--- src/design/act_pkg.sv ---
// Constants and types for the converter timing and channel selection logic.
// Assumes a single 25 MHz system clock; converter clock is an enable input.
package act_pkg;
	localparam int ACT_INIT_SAMPLE_CYC = 2;
	localparam int ACT_FINAL_MIN_CYC = 2;
	localparam int ACT_RES_BITS = 10;
	localparam logic [5:0] ACT_CH_REF_LO = 6'h3C;
	localparam logic [5:0] ACT_CH_REF_HI = 6'h3D;
	localparam logic [5:0] ACT_CH_MID = 6'h3E;
	localparam logic [5:0] ACT_CH_EOQ = 6'h3F;
	localparam logic [5:0] ACT_CH_ADR0 = 6'h34;
	localparam logic [5:0] ACT_CH_ADR1 = 6'h35;
	localparam logic [5:0] ACT_CH_AN55 = 6'h37;
	localparam logic [5:0] ACT_CH_AN56 = 6'h38;
	localparam logic [3:0] ACT_PIN_NONE = 4'hF;
	localparam logic [3:0] ACT_PIN_AN55 = 4'h6;
	localparam logic [3:0] ACT_PIN_AN56 = 4'h7;
	localparam logic [3:0] ACT_PIN_ADR0 = 4'h4;
	localparam logic [3:0] ACT_PIN_ADR1 = 4'h5;

	typedef enum logic [1:0]
	{
		ACT_REF_NONE,
		ACT_REF_LOW,
		ACT_REF_HIGH,
		ACT_REF_MID
	} act_ref_t;

	// One command entry as presented by queue control
	typedef struct packed
	{
		logic [5:0] chan;
		logic [1:0] final_sample_sel;
		logic buffer_skip_flag;
	} act_cmd_t;

	// Analog front end selection
	typedef struct packed
	{
		logic [3:0] pin;
		act_ref_t ref_sel;
		logic [1:0] ext_mux_addr_out;
		logic valid;
	} act_sel_t;
endpackage

--- src/design/act_chan_decode.sv ---
// Channel decoder: command channel number to pin, reference and mux address.
// Assumes mux mode bit comes straight from the first control register.
`timescale 1ns/100ps
module act_chan_decode
	import act_pkg::*;
(
	input wire logic [5:0] chan_i,
	input wire logic ext_mux_en_i,
	output act_sel_t sel_o
);
	wire logic is_low_bank = (chan_i[5:3] == 3'h0);
	wire logic is_hi_ext = (chan_i[5:3] == 3'h2);
	wire logic [3:0] direct_pin = {2'h0, chan_i[1:0]};
	wire logic [3:0] ext_pin = {2'h0, chan_i[4], chan_i[0]};
	wire logic ext_ok = is_low_bank || is_hi_ext;
	wire logic dir_ok = is_low_bank && (chan_i[2] == 1'b0);
	logic [3:0] pin;
	act_ref_t ref_sel;

	always_comb
	begin
		pin = ACT_PIN_NONE;
		ref_sel = ACT_REF_NONE;
		if (chan_i == ACT_CH_REF_LO)
			ref_sel = ACT_REF_LOW;
		else if (chan_i == ACT_CH_REF_HI)
			ref_sel = ACT_REF_HIGH;
		else if (chan_i == ACT_CH_MID)
			ref_sel = ACT_REF_MID;
		else if (chan_i == ACT_CH_AN55)
			pin = ACT_PIN_AN55;
		else if (chan_i == ACT_CH_AN56)
			pin = ACT_PIN_AN56;
		else if (!ext_mux_en_i && chan_i == ACT_CH_ADR0)
			pin = ACT_PIN_ADR0;
		else if (!ext_mux_en_i && chan_i == ACT_CH_ADR1)
			pin = ACT_PIN_ADR1;
		else if (ext_mux_en_i && ext_ok)
			pin = ext_pin;
		else if (!ext_mux_en_i && dir_ok)
			pin = direct_pin;
	end

	assign sel_o.pin = pin;
	assign sel_o.ref_sel = ref_sel;
	assign sel_o.ext_mux_addr_out = chan_i[2:1];
	assign sel_o.valid = (pin != ACT_PIN_NONE) || (ref_sel != ACT_REF_NONE);
endmodule

--- src/design/act_conv_timing.sv ---
// Conversion timing engine: sample phases, successive approximation, EOC.
// Assumes queue control holds the command entry stable from the launch
// strobe until end of conversion, and conv_clock is a one-cycle enable.
`timescale 1ns/100ps
module act_conv_timing
	import act_pkg::*;
#(
	parameter int RES_BITS = ACT_RES_BITS
)
(
	input wire logic SYS_CLK_I,
	input wire logic RESET_N_I,
	input wire logic CONV_CLOCK_I,
	input wire logic STOP_I,
	input wire logic EXT_MUX_EN_I,
	input wire logic [1:0] PORT_A_DIRECTION_BITS_I,
	input wire logic [1:0] PORT_A_DATA_I,
	input wire act_cmd_t COMMAND_ENTRY_I,
	input wire logic CONV_LAUNCH_STROBE_I,
	input wire logic COMPARATOR_I,
	output act_sel_t SEL_O,
	output logic [1:0] PORT_A_OE_N_O,
	output logic [1:0] PORT_A_OUT_O,
	output logic BIAS_ON_O,
	output logic BUF_AMP_EN_O,
	output logic SAMPLE_O,
	output logic [RES_BITS-1:0] DAC_TRIAL_O,
	output logic BUSY_O,
	output logic EOC_O,
	output logic [RES_BITS-1:0] RESULT_O
);
	typedef enum logic [1:0]
	{
		ACT_IDLE,
		ACT_INIT,
		ACT_FINAL,
		ACT_RESOLVE
	} act_state_t;

	act_state_t state_r;
	act_state_t state_nxt;
	logic [4:0] cnt_r;
	logic [4:0] cnt_nxt;
	logic [RES_BITS-1:0] sar_r;
	logic [RES_BITS-1:0] sar_nxt;
	logic [RES_BITS-1:0] bit_r;
	logic [RES_BITS-1:0] bit_nxt;
	logic [RES_BITS-1:0] result_r;
	logic [RES_BITS-1:0] result_nxt;
	logic eoc_r;
	logic eoc_nxt;
	logic [1:0] addr_r;
	logic [1:0] addr_nxt;
	act_sel_t dec_sel;

	act_chan_decode u_dec
	(
		.chan_i(COMMAND_ENTRY_I.chan),
		.ext_mux_en_i(EXT_MUX_EN_I),
		.sel_o(dec_sel)
	);

	localparam logic [4:0] INIT_LAST = 5'(ACT_INIT_SAMPLE_CYC - 1);
	localparam logic [4:0] FINAL_MIN = 5'(ACT_FINAL_MIN_CYC);
	wire logic [4:0] final_last =
		5'((FINAL_MIN << COMMAND_ENTRY_I.final_sample_sel) - 5'h1);
	wire logic tick = CONV_CLOCK_I && !STOP_I;
	wire logic init_done = tick && (cnt_r == INIT_LAST);
	wire logic final_done = tick && (cnt_r == final_last);
	wire logic res_done = tick && bit_r[0];
	wire logic [RES_BITS-1:0] sar_kept =
		COMPARATOR_I ? sar_r : (sar_r & ~bit_r);

	always_comb
	begin
		state_nxt = state_r;
		cnt_nxt = cnt_r;
		sar_nxt = sar_r;
		bit_nxt = bit_r;
		result_nxt = result_r;
		eoc_nxt = 1'b0;
		addr_nxt = addr_r;
		case (state_r)
			ACT_IDLE:
			begin
				if (CONV_LAUNCH_STROBE_I && !STOP_I)
				begin
					addr_nxt = dec_sel.ext_mux_addr_out;
					cnt_nxt = 5'h0;
					if (COMMAND_ENTRY_I.buffer_skip_flag)
						state_nxt = ACT_FINAL;
					else
						state_nxt = ACT_INIT;
				end
			end
			ACT_INIT:
			begin
				if (tick)
					cnt_nxt = 5'(cnt_r + 5'h1);
				if (init_done)
				begin
					cnt_nxt = 5'h0;
					state_nxt = ACT_FINAL;
				end
			end
			ACT_FINAL:
			begin
				if (tick)
					cnt_nxt = 5'(cnt_r + 5'h1);
				if (final_done)
				begin
					state_nxt = ACT_RESOLVE;
					bit_nxt = {1'b1, {(RES_BITS-1){1'b0}}};
					sar_nxt = {1'b1, {(RES_BITS-1){1'b0}}};
				end
			end
			ACT_RESOLVE:
			begin
				if (tick)
				begin
					bit_nxt = bit_r >> 1;
					sar_nxt = sar_kept | (bit_r >> 1);
				end
				if (res_done)
				begin
					result_nxt = sar_kept;
					eoc_nxt = 1'b1;
					state_nxt = ACT_IDLE;
				end
			end
			default:
				state_nxt = ACT_IDLE;
		endcase
		if (STOP_I)
			state_nxt = ACT_IDLE;
	end

	always_ff @(posedge SYS_CLK_I or negedge RESET_N_I)
	begin
		if (!RESET_N_I)
		begin
			state_r <= ACT_IDLE;
			cnt_r <= 5'h0;
			sar_r <= '0;
			bit_r <= '0;
			result_r <= '0;
			eoc_r <= 1'b0;
			addr_r <= 2'h0;
		end
		else
		begin
			state_r <= state_nxt;
			cnt_r <= cnt_nxt;
			sar_r <= sar_nxt;
			bit_r <= bit_nxt;
			result_r <= result_nxt;
			eoc_r <= eoc_nxt;
			addr_r <= addr_nxt;
		end
	end

	assign SEL_O = '{pin: dec_sel.pin, ref_sel: dec_sel.ref_sel,
		ext_mux_addr_out: addr_r, valid: dec_sel.valid};
	// Address pins: outputs in mux mode regardless of direction bits
	assign PORT_A_OE_N_O =
		EXT_MUX_EN_I ? 2'h0 : ~PORT_A_DIRECTION_BITS_I;
	assign PORT_A_OUT_O = EXT_MUX_EN_I ? addr_r : PORT_A_DATA_I;
	assign BIAS_ON_O = !STOP_I;
	assign BUF_AMP_EN_O = (state_r == ACT_INIT);
	assign SAMPLE_O = (state_r == ACT_INIT) || (state_r == ACT_FINAL);
	assign DAC_TRIAL_O = sar_r;
	assign BUSY_O = (state_r != ACT_IDLE);
	assign EOC_O = eoc_r;
	assign RESULT_O = result_r;
endmodule

--- config.mk ---
export PLATFORM = sky130hd
export DESIGN_NAME = act_conv_timing
export DESIGN_NICKNAME = d
export VERILOG_FILES = /design/src/design/act_pkg.sv /design/src/design/act_chan_decode.sv /design/src/design/act_conv_timing.sv
export SDC_FILE = /design/constraint.sdc
export NUM_CORES = 1
export LEC_CHECK = 0
export BUFFER_PORTS_ARGS = -buffer_cell sky130_fd_sc_hd__buf_4
export CAP_MARGIN = 20
export CORE_MARGIN = 5
export CORE_UTILIZATION = 52
export DETAILED_ROUTE_END_ITERATION = 12
export GPL_ROUTABILITY_DRIVEN = 1
export GPL_TIMING_DRIVEN = 0
export PLACE_DENSITY = 0.76
export SKIP_CTS_REPAIR_TIMING = 1
export SYNTH_ARGS = -nofsm -noshare
export SYNTH_HDL_FRONTEND = slang
export SYNTH_SLANG_ARGS = --single-unit
--- constraint.sdc ---
create_clock -name SYS_CLK_I -period 2.17 [get_ports SYS_CLK_I]
set_input_delay 0.434 -clock SYS_CLK_I [delete_from_list [all_inputs] [get_ports SYS_CLK_I]]
set_output_delay 0.434 -clock SYS_CLK_I [all_outputs]
set_load 0.02 [all_outputs]
Word level (Yosys, flattened, before mapping)

Cells that the tools add are included.
Widths: inputs -> output; s select.

Flip-flop bits (word level): 40
Output and inout bits: 38
Logic and storage cells: 95

Bitwise operators: 5
Add/sub/neg operators: 2
Mux-type cells: 33
Reduce and logical (&&, ||, !) cells: 26
Shift-type cells: 1
Eq/ne operators: 21

Operator list:

| operator            | count |
|---|---|
| $eq 6x6->1 const B  | 7 |
| $mux 10             | 4 |
| $pmux 10 s2         | 2 |
| $mux 4              | 9 |
| $mux 2              | 11 |
| $mux 5              | 3 |
| $pmux 5 s3          | 1 |
| $and 10x10->10      | 1 |
| $logic_and 1x1->1   | 10 |
| $not 10->10         | 1 |
| $or 10x9->10        | 1 |
| $ne 3x3->1 const B  | 3 |
| $pmux 2 s4          | 1 |
| $ne 2x2->1 const B  | 3 |
| $reduce_and 2->1    | 3 |
| $reduce_bool 2->1   | 3 |
| $add 5x1->5 const B | 1 |
| $eq 5x1->1 const B  | 1 |
| $eq 5x5->1          | 1 |
| $shl 2x2->5 const A | 1 |
| $sub 5x1->5 const B | 1 |
| $eq 2x2->1 const B  | 2 |
| $ne 4x4->1 const B  | 1 |
| $reduce_and 4->1    | 1 |
| 12 further kinds    | 16 |

Longest topological paths before layout

Word-level depth: 14
Gate-level depth with buffers: 8

Cells and area by module

A second synthesis with hierarchy kept.

Cell total of the unflattened synthesis: 219
Area, all modules: 2,143.3 sq um

Modules (own cells, without submodules):

| module          | times used | cells an instance | area an instance (sq um) |
|---|---|---|---|
| act_conv_timing | 1          | 189               | 1,933.1 |
| act_chan_decode | 1          | 30                | 210.2 |

Least setup slack after synthesis

No wires, ideal clock.

Kind: input to output
Start point: input COMMAND_ENTRY_I[3] (netlist name)
End point: output SEL_O[0] (netlist name)
Stages on the path: 5
Path slack: 111 ps
Arrival: 1,625 ps
Cell sequence: clkbuf_1 -> nor4b_1 -> a21o_1 -> a31oi_1 -> nand3_1

RTL lines:

| item               | RTL line              | RTL |
|---|---|---|
| start: declaration | act_conv_timing.sv:18 | `input wire act_cmd_t COMMAND_ENTRY_I,` |
| end: declaration   | act_conv_timing.sv:21 | `output act_sel_t SEL_O,` |

Final worst setup path

Start point: register cnt_r[1]
End point: register sar_r[6], in the netlist DAC_TRIAL_O[6]

Word-level cells in the longest chain between the ends: 4

RTL lines:

| item                       | RTL line               | RTL |
|---|---|---|
| start: declaration         | act_conv_timing.sv:42  | `logic [4:0] cnt_r;` |
| start signal: assignment   | act_conv_timing.sv:153 | `cnt_r <= cnt_nxt;` |
| $eq 5x5->1                 | act_conv_timing.sv:69  | `wire logic final_done = tick && (cnt_r == final_last);` |
| $logic_and 1x1->1          | act_conv_timing.sv:69  |  |
| $ne 2x2->1 (no line)       | -                      |  |
| $reduce_and 3->1 (no line) | -                      |  |
| end signal: assignment     | act_conv_timing.sv:154 | `sar_r <= sar_nxt;` |
| end: declaration           | act_conv_timing.sv:44  | `logic [RES_BITS-1:0] sar_r;` |

Every way passes these cells.
A chain may end at the register's enable or synchronous reset.

==> reports/summary.txt <==
Root buffer cell: clkbuf_8
Die W: 73.52 um
1st-pass router iterations: 4
Number of I/O pins: 58
Worst Setup End Kind: register
Fin crit share: 96.21%
Sequential-to-total area share from yosys stat: 47.70%
Skew-Pair Late Insertion Delay: 290 ps
Worst vdd ir: 0.7173 mV
Final Setup Violations: 0
Die Span Y: 73.52 um
Layout cells sized above 1: 27.82%
Fin util: 69.95%
Largest stage delay, worst path: 510 ps
Worst-path maximum fanout: 10
Final HPWL DP: 3431 um
Gr usage total: 19.10%
Crit path cell chain: nand2b_1, a221oi_2, o31ai_4, and3_1, buf_6, buf_6, a22o_1
WP data arrival: 2280 ps
Slowest CP cell: a221oi_2
Post-Syn Instances: 219
CP startpoint kind: register
Longest Clk Path Bufs: 2
Place WS: -134.9 ps
Initial Util: 53.22%
# fillers: 322
WL per Instance: 14.67 um
Global-route wire length before repair: 8100 um
Clk sink count: 40
RSZ-0062 raised after global routing: no
Final setup margin: 82.35 ps
Commonest non-fill, non-tap cells in the layout: buf_4, dfrtp_1, nand2_1
Crit path required time: 2360 ps
Status: completed
Skew final: 7.366 ps
Drt initial violations: 92
Slew HR: 64.42%
Largest net degree at the start of global routing: 41
Fmax: 479.0 MHz
Ant diodes: 0
Total power divided by cell area: 936.9 nW/um^2
Yosys warning count: 0
Yosys cell types: 38
Seq cells post-synth: 40
Vias in the first global route: 1760
Grt total ovfl: 0
Maximum Capacitance Violations: 0
Num CTS Buffers: 5
Most frequent CP cell: buf_6
H-tree levels: 2
Top cells by area, synth: dfrtp_1, a22o_1, nand2_1, a21oi_1, nand2b_1
Slew Viols, Final: 0
Commonest non-fill, non-tap cell in the layout: buf_4
Worst path bufs/invs: 2
Residual DRC count: 0
Worst-path clk slew: 80 ps
CP delay by family, top: compound AO/OA/AOI/OAI gates
Pleak: 1.294 nW
Syn_nets: 245
Yosys top cell area share: 47.70%
WS Path Type: reg -> reg
DIE AREA: 5405 um^2
Initial antenna violation count: 0
Cell Rows: 23
Via count: 1840
Avg Cell Area, Syn: 9.581 um^2
Hold Crit Class: in -> async
Vias/cell: 5.509
Final Wtd Congestion: 0.7969
Buffers added on ports: 56
Core ar.: 3943 um^2
Post-synthesis instance area: 2098 um^2
Stages on worst setup path: 7
Area of the multi-input gates: 1047 um^2
CTS tree: yes
Final nets: 310
FF-to-FF path depth: 7
Post-DRT Antenna Nets: 0
Final WL: 4901 um
Post-layout minimum cycle time: 2088 ps
Register area: 1001 um^2
Cell taking the most area after synthesis: dfrtp_1
Final Hold Fails: 0
Area Overhead vs Synth: 31.42%
Worst Tran Pin Value: 533.7 ps
-- registers in the layout (all words and copies together) (netlist names) --
signal,flops
DAC_TRIAL_O,10
addr_r,2
bit_r,10
RESULT_O,10
state_r,2
cnt_r,5
EOC_O,1
-- where the power goes --
part           leakage [nW]  internal, mW  total (mW)  switching [mW]
clock                0.0642         0.453       0.712           0.259
combinational         0.689         0.408       0.930           0.523
sequential            0.541         0.839       0.941           0.103
total                  1.29          1.70        2.58           0.884
-- path summary, 6_finish.rpt --
| kind | slack (ps) | end | start |
|---|---|---|---|
| setup / recovery | 80 | DAC_TRIAL_O[6] | cnt_r[1] |
| hold / removal | 100 | RESULT_O[8] | RESET_N_I |
| setup reg to reg | 80 | DAC_TRIAL_O[6] | cnt_r[1] |
| hold reg to reg | 480 | RESULT_O[4] | RESULT_O[4] |
| max in group asynchronous | 1710 | cnt_r[4] | RESET_N_I |
| min in group SYS_CLK_I | 340 | state_r[0] | STOP_I |
-- synth_stat cells --
library cell / number
dfrtp_1: 40
nand2_1: 31
a21oi_1: 18
a22o_1: 18
nor2_1: 16
nand2b_1: 13
o21ai_0: 13
inv_1: 11
ha_1: 6
clkbuf_1: 5
mux2_2: 4
a21o_1: 3
nand4_1: 3
or2_2: 3
xnor2_1: 3
a211oi_1: 2
a41oi_1: 2
and3_1: 2
buf_6: 2
nand3_1: 2
nand4b_1: 2
nor2b_1: 2
o21bai_1: 2
xor2_1: 2
a221oi_2: 1
a311oi_1: 1
a31oi_1: 1
and2_1: 1
nand2_2: 1
nand3b_1: 1
nor3_1: 1
nor4b_1: 1
o21a_1: 1
o22ai_1: 1
o31ai_2: 1
o32ai_2: 1
or3_1: 1
or4_1: 1
-- stage by stage --
stage          power [mW]  hold slack (ps)  TNS (ps)  instance area [um^2]  std cells
2_1_floorplan       1.519            138.4         0                  2098        219
3_3_place_gp        1.812            436.2     -1248                  2581        325
3_5_place_dp        1.828            440.0     -1307                  2581        325
4_1_cts             2.547            119.8     -1913                  2710        332
5_1_grt             2.730            146.1         0                  2758        334
6_report            2.584            97.71         0                  2758        334
-- area by class of cell --
cell class	instances	area share (%)
Multi-Input combinational cell	161	37.98
Sequential cell	40	36.30
Timing Repair Buffer	58	15.79
Clock buffer	5	2.495
Tap cell	50	2.269
Clock inverter	2	2.178
Buffer	7	1.497
Inverter	11	1.497
-- cell families after synthesis --
logic type               after synthesis  synth area share (%)
AO/OA/AOI/OAI                         65                 21.71
adder cells (fa/ha/maj)                6                 3.578
AND/OR/NAND/NOR                       81                 18.84
flip-flops                            40                 47.70
buffers and inverters                 18                 3.936
multiplexers                           4                 2.147
XOR/XNOR                               5                 2.087
-- layer usage --
layer / global-route usage, % / share of wire, % / vias to the layer above
met3: 3.146 / 6.3 / 9
met5: 0 / 0 / -
met4: 6.841 / 1.6 / 0
li1: - / - / 907
met1: 23.93 / 44 / 864
met2: 32.97 / 48 / 60
Power figures use the tool's default switching activity.
